**config.mk**
```make
export PLATFORM = sky130hd
export DESIGN_NAME = mbfe_device_flat
export DESIGN_NICKNAME = d
export VERILOG_FILES = /design/src/rtl/mbfe_pkg.sv /design/src/rtl/mbfe_bus_if.sv /design/src/rtl/mbfe_device.sv /design/src/flat_wrapper.sv
export VERILOG_INCLUDE_DIRS = /design/src /design/src/rtl
export SDC_FILE = /design/constraint.sdc
export NUM_CORES = 1
export LEC_CHECK = 0
export ABC_AREA = 1
export BUFFER_PORTS_ARGS = -buffer_cell sky130_fd_sc_hd__buf_2
export CAP_MARGIN = 20
export CORE_MARGIN = 2
export CORE_UTILIZATION = 41
export CTS_CLUSTER_SIZE = 16
export DETAILED_ROUTE_END_ITERATION = 7
export GPL_TIMING_DRIVEN = 1
export PLACE_DENSITY = 0.73
export SLEW_MARGIN = 20
export SYNTH_ARGS = -nofsm -noshare
export SYNTH_HDL_FRONTEND = slang
export SYNTH_SLANG_ARGS = --single-unit
```
**constraint.sdc**
```tcl
create_clock -name mclk_in -period 0.9 [get_ports mclk_in]
set_input_delay 0 -clock mclk_in [delete_from_list [all_inputs] [get_ports mclk_in]]
set_output_delay 0 -clock mclk_in [all_outputs]
set_load 0.02 [all_outputs]
```
**src/rtl/mbfe_map.svh**
```systemverilog
// Constant definitions for the host bus front end.
`ifndef MBFE_MAP_SVH
`define MBFE_MAP_SVH
`define MBFE_BYTE_W 8
`define MBFE_ADDR_W 16
`define MBFE_HOST_WR_STROBE 2'h0
`define MBFE_HOST_RW_DIR 2'h1
`define MBFE_HOST_DS 2'h2
`define MBFE_HOST_FETCH_RD 2'h3
`define MBFE_ADDR_RST 16'h0000
`define MBFE_DATA_RST 8'h00
`define MBFE_SYNC_W 6
`endif

```
**src/rtl/mbfe_pkg.sv**
```systemverilog
// Types for the host bus front end: the host type shared by both ends and the state type of the host end.
package mbfe_pkg;
  typedef logic [1:0] mbfe_host_t;
  typedef enum logic [3:0] {
    MBFE_IDLE = 4'h1,
    MBFE_ADDR = 4'h2,
    MBFE_RD   = 4'h4,
    MBFE_WR   = 4'h8
  } mbfe_state_t;
endpackage

```
**src/rtl/mbfe_bus_if.sv**
```systemverilog
// Interface joining the host and device ends of the bus.
`timescale 1ns/10ps
interface mbfe_bus_if;
  logic [7:0] lower_addr_data_port_h;
  logic       lower_oe_h;
  logic [7:0] upper_addr_data_port_h;
  logic       upper_oe_h;
  logic [7:0] lower_addr_data_port_d;
  logic [7:0] upper_addr_data_port_d;
  logic       data_oe_d;
  logic       addr_latch;
  logic       write_control_input;
  logic       read_control_input;
  logic       fetch_control_input;
  logic       rst_n;
  // Device sees host drive; host sees device drive during reads.
  modport host (
    output lower_addr_data_port_h, lower_oe_h, upper_addr_data_port_h,
    output upper_oe_h, addr_latch, write_control_input,
    output read_control_input, fetch_control_input, rst_n,
    input  lower_addr_data_port_d, upper_addr_data_port_d, data_oe_d
  );
  modport device (
    input  lower_addr_data_port_h, lower_oe_h, upper_addr_data_port_h,
    input  upper_oe_h, addr_latch, write_control_input,
    input  read_control_input, fetch_control_input, rst_n,
    output lower_addr_data_port_d, upper_addr_data_port_d, data_oe_d
  );
endinterface

```
**src/rtl/mbfe_device.sv**
```systemverilog
// Device end: address capture, strobe decoding and read drive control.
// Contract
// - Host puts low address/data on lower port.
// - Host puts address bits 8-15 on upper port.
// - Device latches address by latch/strobe input.
// - Drive ports only on read with selection.
// - Captured address feeds programmable logic decode.
// - First control is write strobe or direction.
// - Second control is read, data or fetch.
// - Control inputs feed programmable logic equations.
// - Third control is fetch or generic input.
// - Burst hosts wire bits 4-19 across ports.
// - Paged hosts put upper address/data upper.
// - Reset reinitialises ports, macrocells, configuration.
// - System holds reset low during power-up.
// - Reset aborts flash program or erase.
// - Strobe style captures at strobe rising edge.
`timescale 1ns/10ps
`include "mbfe_map.svh"
module mbfe_device (
  // Clock and internal reset.
  input  wire logic               mclk_in,
  input  wire logic               rst_in,
  // Bus pins.
  mbfe_bus_if.device              bus,
  // Host type selection.
  input  wire mbfe_pkg::mbfe_host_t host_type_in,
  input  wire logic               strobe_style_in,
  // Internal block side.
  input  wire logic               block_select_in,
  input  wire logic [7:0]         read_data_in,
  input  wire logic               flash_busy_in,
  output logic [15:0]             pld_addr_out,
  output logic [7:0]              write_data_out,
  output logic                    write_pulse_out,
  output logic                    read_active_out,
  output logic                    fetch_active_out,
  output logic                    generic_in_out,
  output logic [2:0]              pld_ctrl_out,
  output logic                    flash_abort_out,
  output logic                    port_reset_out
);
  // Two-stage synchronisers for every pin input the device reads; stage one is read only
  // by stage two.
  logic [`MBFE_SYNC_W-1:0] sync1, sync2;
  logic [7:0] lo1, lo2, hi1, hi2;
  logic [`MBFE_SYNC_W-1:0] pin_vec;
  assign pin_vec = {bus.rst_n, bus.fetch_control_input,
                    bus.read_control_input, bus.write_control_input,
                    bus.addr_latch, 1'b0};
  always_ff @(posedge mclk_in) begin
    sync1 <= pin_vec;
    sync2 <= sync1;
    lo1   <= bus.lower_addr_data_port_h;
    lo2   <= lo1;
    hi1   <= bus.upper_addr_data_port_h;
    hi2   <= hi1;
  end

  logic ale_s, wr_s, rd_s, fe_s, rstn_s;
  assign ale_s  = sync2[1];
  assign wr_s   = sync2[2];
  assign rd_s   = sync2[3];
  assign fe_s   = sync2[4];
  assign rstn_s = sync2[5];

  // Combined reset: internal reset or the active-low pin.
  logic rst_all;
  assign rst_all = rst_in | ~rstn_s;

  // Decode of the write strobe according to host type.
  function automatic logic is_write(input mbfe_pkg::mbfe_host_t ht,
                                    input logic c0, input logic c1);
    if (ht == `MBFE_HOST_RW_DIR || ht == `MBFE_HOST_DS) begin
      is_write = ~c0 & ~c1;
    end else begin
      is_write = ~c0;
    end
  endfunction

  // Decode of the read strobe; DS hosts qualify with direction high.
  function automatic logic is_read(input mbfe_pkg::mbfe_host_t ht,
                                   input logic c0, input logic c1,
                                   input logic c2);
    if (ht == `MBFE_HOST_RW_DIR || ht == `MBFE_HOST_DS) begin
      is_read = c0 & ~c1;
    end else if (ht == `MBFE_HOST_FETCH_RD) begin
      is_read = ~c1 | ~c2;
    end else begin
      is_read = ~c1;
    end
  endfunction

  logic rd_act, wr_act;
  assign rd_act = is_read(host_type_in, wr_s, rd_s, fe_s);
  assign wr_act = is_write(host_type_in, wr_s, rd_s);

  // Address latch state plus previous strobe levels for edges.
  logic [15:0] addr, next_addr;
  logic        ale_d, next_ale_d;
  logic        wr_d, next_wr_d;
  logic [7:0]  wdata, next_wdata;
  logic        wpulse, next_wpulse;

  // Strobe style latches on rising edge; latch style is transparent while
  // high and holds from the fall, which keeps the address for the cycle.
  always_comb begin
    next_addr   = addr;
    next_ale_d  = ale_s;
    next_wr_d   = wr_act;
    next_wdata  = wdata;
    next_wpulse = 1'b0;
    if (strobe_style_in) begin
      if (ale_s && !ale_d) begin
        next_addr = {hi2, lo2};
      end
    end else if (ale_s) begin
      next_addr = {hi2, lo2};
    end
    // Data written on the strobe's trailing edge, when data is stable.
    if (!wr_act && wr_d) begin
      next_wpulse = 1'b1;
    end
    if (wr_act) begin
      next_wdata = lo2;
    end
    if (rst_all) begin
      next_addr   = `MBFE_ADDR_RST;
      next_wdata  = `MBFE_DATA_RST;
      next_wpulse = 1'b0;
      next_wr_d   = 1'b0;
    end
  end

  always_ff @(posedge mclk_in) begin
    addr   <= next_addr;
    ale_d  <= next_ale_d;
    wr_d   <= next_wr_d;
    wdata  <= next_wdata;
    wpulse <= next_wpulse;
  end

  // Registered read drive so data outputs come from flip-flops.
  logic [7:0] rdata, next_rdata;
  logic       oe, next_oe;
  always_comb begin
    next_oe    = rd_act & block_select_in & ~rst_all;
    next_rdata = read_data_in;
  end
  always_ff @(posedge mclk_in) begin
    oe    <= next_oe;
    rdata <= next_rdata;
  end

  // Outputs into the programmable logic and the pins.
  assign pld_addr_out            = addr;
  assign pld_ctrl_out            = {fe_s, rd_s, wr_s};
  assign generic_in_out          = fe_s;
  assign read_active_out         = rd_act & ~rst_all;
  assign fetch_active_out        = ~fe_s & ~rst_all;
  assign write_data_out          = wdata;
  assign write_pulse_out         = wpulse;
  assign flash_abort_out         = rst_all & flash_busy_in;
  assign port_reset_out          = rst_all;
  assign bus.lower_addr_data_port_d = rdata;
  assign bus.upper_addr_data_port_d = `MBFE_DATA_RST;
  assign bus.data_oe_d           = oe;
endmodule

```
**src/flat_wrapper.sv**
```systemverilog
// flat-port wrapper written by rule: the top's interface ports become plain ports
module mbfe_device_flat 
  (mclk_in, rst_in, host_type_in, strobe_style_in, block_select_in, read_data_in, flash_busy_in, pld_addr_out, write_data_out, write_pulse_out, read_active_out, fetch_active_out, generic_in_out, pld_ctrl_out, flash_abort_out, port_reset_out, bus_lower_addr_data_port_h, bus_lower_oe_h, bus_upper_addr_data_port_h, bus_upper_oe_h, bus_addr_latch, bus_write_control_input, bus_read_control_input, bus_fetch_control_input, bus_rst_n, bus_lower_addr_data_port_d, bus_upper_addr_data_port_d, bus_data_oe_d);
  mbfe_bus_if bus_i ();
  input  wire logic mclk_in;
  input  wire logic rst_in;
  input  wire mbfe_pkg::mbfe_host_t host_type_in;
  input  wire logic strobe_style_in;
  input  wire logic block_select_in;
  input  wire logic [7:0] read_data_in;
  input  wire logic flash_busy_in;
  output logic [15:0] pld_addr_out;
  output logic [7:0] write_data_out;
  output logic write_pulse_out;
  output logic read_active_out;
  output logic fetch_active_out;
  output logic generic_in_out;
  output logic [2:0] pld_ctrl_out;
  output logic flash_abort_out;
  output logic port_reset_out;
  input wire logic [$bits(bus_i.lower_addr_data_port_h)-1:0] bus_lower_addr_data_port_h;
  input wire logic [$bits(bus_i.lower_oe_h)-1:0] bus_lower_oe_h;
  input wire logic [$bits(bus_i.upper_addr_data_port_h)-1:0] bus_upper_addr_data_port_h;
  input wire logic [$bits(bus_i.upper_oe_h)-1:0] bus_upper_oe_h;
  input wire logic [$bits(bus_i.addr_latch)-1:0] bus_addr_latch;
  input wire logic [$bits(bus_i.write_control_input)-1:0] bus_write_control_input;
  input wire logic [$bits(bus_i.read_control_input)-1:0] bus_read_control_input;
  input wire logic [$bits(bus_i.fetch_control_input)-1:0] bus_fetch_control_input;
  input wire logic [$bits(bus_i.rst_n)-1:0] bus_rst_n;
  output wire logic [$bits(bus_i.lower_addr_data_port_d)-1:0] bus_lower_addr_data_port_d;
  output wire logic [$bits(bus_i.upper_addr_data_port_d)-1:0] bus_upper_addr_data_port_d;
  output wire logic [$bits(bus_i.data_oe_d)-1:0] bus_data_oe_d;
  assign bus_i.lower_addr_data_port_h = bus_lower_addr_data_port_h;
  assign bus_i.lower_oe_h = bus_lower_oe_h;
  assign bus_i.upper_addr_data_port_h = bus_upper_addr_data_port_h;
  assign bus_i.upper_oe_h = bus_upper_oe_h;
  assign bus_i.addr_latch = bus_addr_latch;
  assign bus_i.write_control_input = bus_write_control_input;
  assign bus_i.read_control_input = bus_read_control_input;
  assign bus_i.fetch_control_input = bus_fetch_control_input;
  assign bus_i.rst_n = bus_rst_n;
  assign bus_lower_addr_data_port_d = bus_i.lower_addr_data_port_d;
  assign bus_upper_addr_data_port_d = bus_i.upper_addr_data_port_d;
  assign bus_data_oe_d = bus_i.data_oe_d;
  mbfe_device u_core (.mclk_in(mclk_in), .rst_in(rst_in), .bus(bus_i), .host_type_in(host_type_in), .strobe_style_in(strobe_style_in), .block_select_in(block_select_in), .read_data_in(read_data_in), .flash_busy_in(flash_busy_in), .pld_addr_out(pld_addr_out), .write_data_out(write_data_out), .write_pulse_out(write_pulse_out), .read_active_out(read_active_out), .fetch_active_out(fetch_active_out), .generic_in_out(generic_in_out), .pld_ctrl_out(pld_ctrl_out), .flash_abort_out(flash_abort_out), .port_reset_out(port_reset_out));
endmodule
```
==> run summary, run 1 <==
- **Pre-Repair DR Iteration Count** 4
- **switch share** 25.06%
- **combined area of all synthesized cells** 2141 µm²
- **buffer and inverter count on the worst path** 3
- **Yosys warnings** 0
- **FF-to-FF setup slack** -0.13 ns
- **antenna violations before repair** 0
- **crit path capture type** output pin
- **Initial Util** 42.18%
- **Final Hold Violating Endpoints** 0
- **hold path endpoint** u_core.pld_addr_out[3]
- **share of the yosys chip area belonging to registers** 72.94%
- **HPWL after detailed placement** 2736 µm
- **share of power burned in registers** 55.9%
- **clock latency of the later-clocked register in the worst-skew pair** 0.34 ns
- **antenna cells** 0
- **number of endpoints failing setup at the final stage** 30
- **global-route wire length before repair** 7107 µm
- **number of synthesized register bits** 78
- **Critical Setup Path Class** reg -> out
- **Final min period** 1.119 ns
- **Clock Tree Root** clkbuf_8
- **violations in the final reports** setup timing
- **via count normalized by instance count** 4.072
- **fin crit share** 124.4%
- **beginning of the worst hold path** rst_in
- **total via count in the routed design** 1592
- **arrival time at the worst endpoint** 1.12 ns
- **Hold Crit Class** in -> reg
- **Worst Setup Slack, final** -0.2194 ns
- **Final Util** 63.51%
- **number of nets still failing antenna checks after routing** 0
- **count of nets after finishing** 355
- **remaining global-route overflow** 0
- **Critical Path RT** 0.90 ns
- **sum of negative setup slack** -3.129 ns
- **cell type with the highest aggregate area in the netlist** dfxtp_1
- **clock share of power** 32.9%
- **Switch Pwr** 1655 µW
- **number of pins with negative max-slew slack in the final report** 0
- **maximum clock frequency** 893.3 MHz
- **clk slew on worst S/H paths** 0.07 ns
- **total global-route track usage** 15.98%
- **routed length per instance** 11.49 µm
- **Bufs on Longest Clock Path** 2
- **result of the run** finished, violations left
- **total I/O pin count** 88
- **number of remaining DRC errors** 0
- **r2r endpoint** u_core.pld_addr_out[2]
- **routability cong.** 0.7172
- **Pint** 4949 µW
- **drt first-iter violations** 47
- **Max stage delay on crit path** 0.34 ns
- **CTS buffer count** 9
- **Top Family by Delay on Critical Path** flip-flops
- **gate count of the mapped netlist** 193
- **setup repair after global routing missed its margin** yes
- **CP Max Fanout** 4
- **Clock Sink Count** 78
- **Die Footprint** 5816 µm²
- **worst vdd ir** 0.001662 V
- **largest net degree at the start of global routing** 17
- **CTS tree** done
- **maximum level of the CTS H-tree** 3
- **number of violations of the max-capacitance limit** 0
- **core outline area** 5075 µm²
- **number of core rows** 26
- **fraction of layout instances using a drive strength above 1** 42.37%
- **Critical Path Slowest Stage Cell** dfxtp_2
- **number of synthesized flops with an enable pin** 0
- **chip width** 76.26 µm
- **cells on worst reg2reg path** 6
- **proportion of netlist area held by the largest area contributor** 72.94%
- **cell area power density** 2049 nW/µm²
- **die height** 76.26 µm
- **sequence of cells on the critical path** inv_2 -> nor2_4 -> inv_4 -> nor2_4 -> buf_6
- **Synth async-reset ratio** 0%
- **Layout Skew** 0.009716 ns
- **Critical Path Most Common Cell** nor2_4
- **Critical Path Source Type** flop
- **static leakage power** 0.001526 µW
- **count of input and output buffers** 77
- **launch instance of the worst register-to-register path** u_core.sync2[5]
- **synth unique cells** 18
- **worst hold path stage count** 5
- **Gate power share** 11.2%
- **aggregate routed wire length** 4493 µm
- **mean instance size in the synthesized netlist** 11.09 µm²
- **post-synthesis to final-layout area growth** 50.56%
- **leading cell types by total area after synthesis** dfxtp_1 (73%), nor2_1 (9.1%), buf_4 (4.2%)
- **leading register cell type out of synthesis** dfxtp_1
- **vias in the first global route** 1611
==> flip-flops by register name, summed over array words and instances, names as in the netlist, 8 cells and up <==
| name | cells |
|---|---|
| u_core.bus.lower_addr_data_port_d | 8 |
| u_core.hi1 | 8 |
| u_core.hi2 | 8 |
| u_core.lo1 | 8 |
| u_core.lo2 | 8 |
| u_core.pld_addr_out | 16 |
| u_core.write_data_out | 8 |
==> metal layers <==
layer	up-vias	part of all wire, %	global-route usage [%]
met5	-	0	0
met2	47	54	28.76
met4	0	3.6	10.55
met3	14	4.5	4.028
met1	702	38	16.29
li1	829	-	-
==> placed cells by master, fill, tap and decap left out, types with 7 or more instances in the layout <==
master         count
dfxtp_1           72
nor2_1            47
buf_4              8
o21ai_1           16
buf_6             11
conb_1             8
buf_2             68
nand2_2            7
clkbuf_8           9
dlygate4sd3_1     30
==> tightest hold or removal path: stages <==
cell     delay, ns
buf_2         0.12
nor2_4        0.06
buf_4         0.15
o21ai_2       0.06
nor2_1        0.04
==> kinds of logic after synthesis <==
logic type      Yosys count  synth area share [%]
compound gates           24                 5.962
fa+ha+maj                 1                0.5844
other cells               1                0.1752
simple gates             66                 13.03
flops                    78                 72.94
buf+inv                  23                 7.306
==> what timing repair did <==
item,4_1_cts,5_1_grt
cloned,1,0
pin swaps,4,5
hold endpoints to repair,30,0
gates resized for setup,25,18
setup endpoints to repair,31,35
setup buffers,3,3
hold buffers,30,0
==> stage by stage <==
step | hold slack, ns | total power [µW] | area [µm²] | worst slack [ns] | instances
final | 0.1270 | 6604 | 3223 | -0.2194 | 391
after detailed placement | 0.1036 | 4319 | 2601 | -0.09935 | 338
after floorplan | 0.02772 | 4126 | 2182 | -0.004508 | 200
after global routing | 0.1269 | 6899 | 3223 | -0.2701 | 391
after CTS | 0.09020 | 6627 | 3158 | -0.2626 | 388
after global placement | 0.1019 | 4301 | 2601 | -0.05348 | 338
==> power groups by stage <==
stage               Sequential (µW)  Clock (µW)  Combinational (µW)
floorplan                      3840           0                 282
global placement               3760           0                 543
detailed placement             3760           0                 555
CTS                            3690        2240                 702
global route                   3710        2390                 795
finish                         3690        2180                 737
==> cells in the mapped netlist (2+ instances only) <==
cell	number
nor2_2	2
nand2_1	7
nand2_4	2
inv_1	6
nor2_1	52
o21ai_0	6
dfxtp_1	78
buf_4	12
o21ai_1	16
o21ai_2	2
buf_6	3
==> worst max-delay path by stage <==
stage / start / end / slack (ns) / cells after the start
6_report: u_core.sync2[5] / fetch_active_out / -0.22 / 5
5_1_grt: u_core.sync2[3] / read_active_out / -0.27 / 6
4_1_cts: u_core.sync2[5] / flash_abort_out / -0.26 / 5
3_5_place_dp: host_type_in[0] / u_core.write_data_out[1] / -0.1 / 7
3_3_place_gp: host_type_in[0] / u_core.write_data_out[1] / -0.05 / 7
2_1_floorplan: u_core.sync2[5] / read_active_out / -0.005 / 4
==> layout make-up <==
class                      instances  area (µm²)
multi-input combinational        100       494.2
sequential                        78        1572
clock inverter                     7       41.29
timing repair buffer             119       864.6
fill                             406        1852
clock buffer                       9       123.9
tap                               70       87.58
inverter                           8       40.04
Note: power is estimated with default switching activity, not from simulation.
==> inputs of run 2 (changes only) <==
Settings changed: CORE_ASPECT_RATIO set to 1.25.
==> run summary, run 2 (synthesized netlist as in run 1, its figures left out) <==
- **number of remaining DRC errors** 0, unchanged
- **antenna violations before repair** 0, unchanged
- **Gate power share** 11.0%, -0.2 points
- **CTS tree** done
- **sum of negative setup slack** -3.857 ns, -0.7275 ns
- **drt first-iter violations** 71, +51%
- **Critical Path Source Type** flop
- **total placed cells including tap cells** 329, -2.7%
- **Bufs on Longest Clock Path** 2, unchanged
- **number of nets still failing antenna checks after routing** 0, unchanged
- **clock latency of the later-clocked register in the worst-skew pair** 0.33 ns, about the same
- **post-synthesis to final-layout area growth** 53.01%
- **Worst Setup Slack, final** -0.2448 ns, -0.02540 ns
- **Layout fillers** 379, -6.7%
- **clock share of power** 35.7%, +2.8 points
- **count of nets after finishing** 355, unchanged
- **routed length per instance** 11.92 µm, +3.7%
- **maximum level of the CTS H-tree** 3, unchanged
- **Cell Area, Placed** 2584 µm², -0.67%
- **total via count in the routed design** 1606, +0.88%
- **aggregate routed wire length** 4541 µm, +1.1%
- **static leakage power** 0.001548 µW, +1.4%
- **vias in the first global route** 1529, -5.1%
- **count of input and output buffers** 77, unchanged
- **routability cong.** 0.6673, -7.0%
- **Clock Tree Root** clkbuf_8
- **global-route wire length before repair** 7044 µm, -0.89%
- **chip width** 68.63 µm, -10%
- **CP Max Fanout** 5, +1
- **Hold Crit Class** in -> reg
- **Final Hold Violating Endpoints** 0, unchanged
- **highest-count cells in the layout ignoring fill and taps** dfxtp_1 (75), buf_2 (71), nor2_1 (49)
- **crit path capture type** output pin
- **violations in the final reports** setup timing
- **total I/O pin count** 88, unchanged
- **fin crit share** 127.2%, +2.8 points
- **number of standard cells in the final layout excluding fillers** 381, -2.6%
- **Initial Util** 42.45%, +0.26 points
- **share of power burned in registers** 53.3%, -2.6 points
- **number of pins with negative max-slew slack in the final report** 0, unchanged
- **max FFs per register** 16, unchanged
- **arrival time at the worst endpoint** 1.14 ns, +0.02 ns
- **number of core rows** 29, +12%
- **total global-route track usage** 17.06%, +1.1 points
- **antenna cells** 0, unchanged
- **clk slew on worst S/H paths** 0.07 ns, about the same
- **finished layout cell area** 3276 µm², +1.6%
- **Critical Setup Path Class** reg -> out
- **HPWL after detailed placement** 2577 µm, -5.8%
- **switch share** 22.15%, -2.9 points
- **die height** 84.79 µm, +11%
- **Switch Pwr** 1535 µW, -7.2%
- **Die Footprint** 5819 µm², about the same
- **Pre-Repair DR Iteration Count** 4, unchanged
- **Final min period** 1.145 ns, +0.02540 ns
- **largest net degree at the start of global routing** 17, unchanged
- **Clock Sink Count** 78, unchanged
- **cell area power density** 2115 nW/µm², +3.2%
- **number of endpoints failing setup at the final stage** 32, +6.7%
- **Critical Path RT** 0.90 ns, about the same
- **Pint** 5394 µW, +9.0%
- **setup repair after global routing missed its margin** yes
- **most common cell after layout, fill and taps aside** dfxtp_1
- **result of the run** finished, violations left
- **worst vdd ir** 0.001370 V, -18%
- **CTS buffer count** 9, unchanged
- **maximum clock frequency** 873.5 MHz, -2.2%
- **via count normalized by instance count** 4.215, +3.5%
- **number of violations of the max-capacitance limit** 0, unchanged
- **FF-to-FF setup slack** -0.17 ns, -0.04 ns
- **Layout Skew** 0.007107 ns, -0.002610 ns
- **core outline area** 5044 µm², -0.62%
- **fraction of layout instances using a drive strength above 1** 41.07%, -1.3 points
- **remaining global-route overflow** 0, unchanged
[run 2: cell type report]
cell class,count,area (µm²),share of cell area (%)
Multi-Input combinational cell,99,510.5,15.58
Sequential cell,78,1565,47.78
Tap cell,62,77.57,2.368
Inverter,8,35.03,1.070
Clock inverter,1,30.03,0.9167
Timing Repair Buffer,120,898.4,27.43
Clock buffer,13,158.9,4.851
[run 2: critical path: stages, from the launching register on]
cell and delay (ns):
dfxtp_2 0.32, inv_2 0.04, nor2_4 0.16, inv_4 0.08
nor2_4 0.11, buf_6 0.12
[run 2: final timing paths]
| path | from | to | cells past startpoint |
|---|---|---|---|
| min | rst_in | u_core.bus.data_oe_d | 4 |
| max | u_core.sync2[5] | read_active_out | 5 |
| max reg2reg | u_core.sync2[5] | u_core.pld_addr_out[0] | 7 |
| min reg2reg | u_core.sync1[4] | u_core.sync2[4] | 0 |
[run 2: power by group through the flow]
| stage | clock network (µW) | logic, µW | registers, µW |
|---|---|---|---|
| detailed placement | 0 | 542 | 3760 |
| global placement | 0 | 532 | 3760 |
| global route | 2720 | 829 | 3710 |
| CTS | 2550 | 703 | 3690 |
| floorplan | 0 | 282 | 3840 |
| finish | 2470 | 761 | 3690 |
[run 2: repair_timing]
action / 4_1_cts / 5_1_grt
endpoints found under the hold margin: 31 / 0
pin swaps: 2 / 9
hold buffers: 30 / 0
cloned: 1 / 1
gates resized for setup: 23 / 23
setup endpoints to repair: 31 / 32
setup buffers: 2 / 5
[run 2: per-layer routing]
metal / part of all wire (%) / vias up / track usage, %
li1: - / 825 / -
met1: 39 / 720 / 19.05
met2: 53 / 53 / 26.75
met3: 5.4 / 8 / 6.434
met4: 2.2 / 0 / 10.36
met5: 0 / - / 0
[run 2: metrics by stage]
| step | setup slack [ns] | power, µW | utilization (%) | hold slack, ns |
|---|---|---|---|---|
| 6_report | -0.2448 | 6929 | 64.95 | 0.01950 |
| 5_1_grt | -0.3206 | 7257 | 64.95 | 0.02171 |
| 4_1_cts | -0.2605 | 6936 | 63.06 | -0.01803 |
| 3_5_place_dp | -0.1076 | 4307 | 51.23 | 0.1036 |
| 3_3_place_gp | -0.04643 | 4291 | 51.23 | 0.1019 |
| 2_1_floorplan | -0.004508 | 4126 | - | 0.02772 |
==> inputs of run 3 (changes only) <==
Settings changed: CTS_BUF_LIST set to sky130_fd_sc_hd__clkbuf_16, SKIP_LAST_GASP set to 1.
==> run summary, run 3 (synthesized netlist as in run 1, its figures left out) <==
- **cells on worst reg2reg path** 6, -1
- **cell area power density** 2307 nW/µm², +9.1%
- **routability cong.** 0.6673, unchanged
- **Clock Tree Root** clkbuf_16
- **most common cell after layout, fill and taps aside** dfxtp_1
- **CP Depth** 6, +1
- **Design Power** 7765 µW, +12%
- **CTS tree** done
- **total via count in the routed design** 1627, +1.3%
- **count of input and output buffers** 77, unchanged
- **metal2 WL** 2431 µm, +1.0%
- **Critical Path RT** 0.90 ns, about the same
- **Layout fillers** 368, -2.9%
- **Hold Crit Class** in -> reg
- **crit path capture type** output pin
- **FF-to-FF setup slack** -0.11 ns, +0.06 ns
- **sequence of cells on the critical path** inv_1 -> nand2_1 -> nand2_4 -> nand2_2 -> nor2_4 -> buf_6
- **number of remaining DRC errors** 0, unchanged
- **post-synthesis to final-layout area growth** 57.22%
- **Clock Sink Count** 78, unchanged
- **vias in the first global route** 1569, +2.6%
- **remaining global-route overflow** 0, unchanged
- **Pre-Repair DR Iteration Count** 6, +2
- **Cell Area, Placed** 2584 µm², unchanged
- **post-route met1 wirelength** 1815 µm, +1.6%
- **fraction of layout instances using a drive strength above 1** 41.56%, +0.50 points
- **highest-count cells in the layout ignoring fill and taps** dfxtp_1 (74), buf_2 (70), nor2_1 (49)
- **total global-route track usage** 17.32%, +0.26 points
- **setup repair after global routing missed its margin** yes
- **sum of negative setup slack** -2.498 ns, +1.359 ns
- **highest metal layer with signal wires** met4
- **drt first-iter violations** 56, -21%
- **Critical Path Slowest Stage Cell** dfxtp_2
- **total I/O pin count** 88, unchanged
- **Critical Path Source Type** flop
- **antenna cells** 0, unchanged
- **violations in the final reports** setup timing
- **finished layout cell area** 3366 µm², +2.8%
- **largest net degree at the start of global routing** 17, unchanged
- **clock latency of the later-clocked register in the worst-skew pair** 0.32 ns, about the same
- **Layout Skew** 0.005465 ns, -0.001642 ns
- **arrival time at the worst endpoint** 1.15 ns, about the same
- **number of core rows** 29, unchanged
- **Max stage delay on crit path** 0.32 ns, about the same
- **maximum clock frequency** 873.0 MHz, about the same
- **Top Family by Delay on Critical Path** simple AND/OR/NAND/NOR gates
- **final hold slack** 0.01785 ns, -0.001650 ns
- **maximum level of the CTS H-tree** 3, unchanged
- **worst slack, placed** -0.1076 ns, unchanged
- **clk slew on worst S/H paths** 0.05 ns, -0.02 ns
- **via count normalized by instance count** 4.259, +1.0%
- **max FFs per register** 16, unchanged
- **number of endpoints failing setup at the final stage** 28, -13%
- **number of violations of the max-capacitance limit** 0, unchanged
- **Final Hold Violating Endpoints** 0, unchanged
- **chip width** 68.63 µm, unchanged
- **core outline area** 5044 µm², unchanged
- **result of the run** finished, violations left
- **buffer and inverter count on the worst path** 2, -1
- **sum of met3 wire segment lengths after detailed routing** 277 µm, +13%
- **worst vdd ir** 0.001740 V, +27%
- **aggregate routed wire length** 4705 µm, +3.6%
- **static leakage power** 0.001590 µW, +2.7%
- **Final min period** 1.145 ns, +0.0006410 ns
- **Bufs on Longest Clock Path** 2, unchanged
- **CP Max Fanout** 2, -3
- **fin crit share** 127.3%, about the same
- **number of pins with negative max-slew slack in the final report** 0, unchanged
- **HPWL after detailed placement** 2577 µm, unchanged
- **count of nets after finishing** 356, +0.28%
- **antenna violations before repair** 0, unchanged
- **die height** 84.79 µm, unchanged
- **number of nets still failing antenna checks after routing** 0, unchanged
- **worst hold path stage count** 4, unchanged
- **routed length per instance** 12.32 µm, +3.3%
- **CTS buffer count** 9, unchanged
- **Worst Setup Slack, final** -0.2455 ns, -0.0006410 ns
- **Die Footprint** 5819 µm², unchanged
- **global-route wire length before repair** 7182 µm, +2.0%
- **Initial Util** 42.45%, unchanged
- **Critical Setup Path Class** reg -> out
## run 3: cell types whose count changed in the layout (fill, tap and decap cells not counted), moves of 3 or more
cell and change:
o21ai_2 +3, o21ai_1 -3, clkbuf_8 -11, buf_4 +3, clkbuf_16 +9
## run 3: worst paths after layout
path | start | to
worst min register to register | u_core.sync1[3] | u_core.sync2[3]
worst max register to register | u_core.sync2[5] | u_core.pld_addr_out[0]
worst max-delay path | u_core.sync2[4] | read_active_out
worst min-delay path | rst_in | u_core.wr_d
## run 3: metal layers
layer / global-route usage, % / vias up
li1: - / 834
met1: 19.27 / 721
met2: 27.71 / 56
met3: 6.568 / 16
met4: 9.455 / 0
met5: 0 / -
## run 3: worst register-to-register path, stage by stage (launching register included)
cell and delay (ns):
dfxtp_2 0.32, inv_2 0.04, nor2_4 0.16, buf_12 0.15
clkbuf_16 0.15, o21ai_2 0.05, nor2_1 0.09
## run 3: report_power, final
group,internal (µW),switching (µW)
Sequential,3630,71.8
Combinational,365,406
Clock,2070,1220
## run 3: final cells by class
class	count	area, µm²	area share [%]
flip-flops and latches	78	1567	46.54
well taps	62	77.57	2.305
repair buffers	120	884.6	26.28
clock buffers	9	225.2	6.691
inverters	8	35.03	1.041
multi-input cells	100	531.8	15.80
clock inverters	5	45.04	1.338
## run 3: what timing repair did
| item | in CTS | in global routing |
|---|---|---|
| pin swaps | 2 | 13 |
| cloned | 1 | 2 |
| endpoints found under the setup margin | 31 | 32 |
| hold buffers | 30 | 0 |
| gates resized for setup | 25 | 23 |
| hold endpoints to repair | 30 | 0 |
| setup buffers | 2 | 6 |
## run 3: per-stage QoR
stage	std cells	util, %
after floorplan	200	-
after global placement	329	51.23
after detailed placement	329	51.23
after CTS	376	64.77
after global routing	382	66.73
final	382	66.73
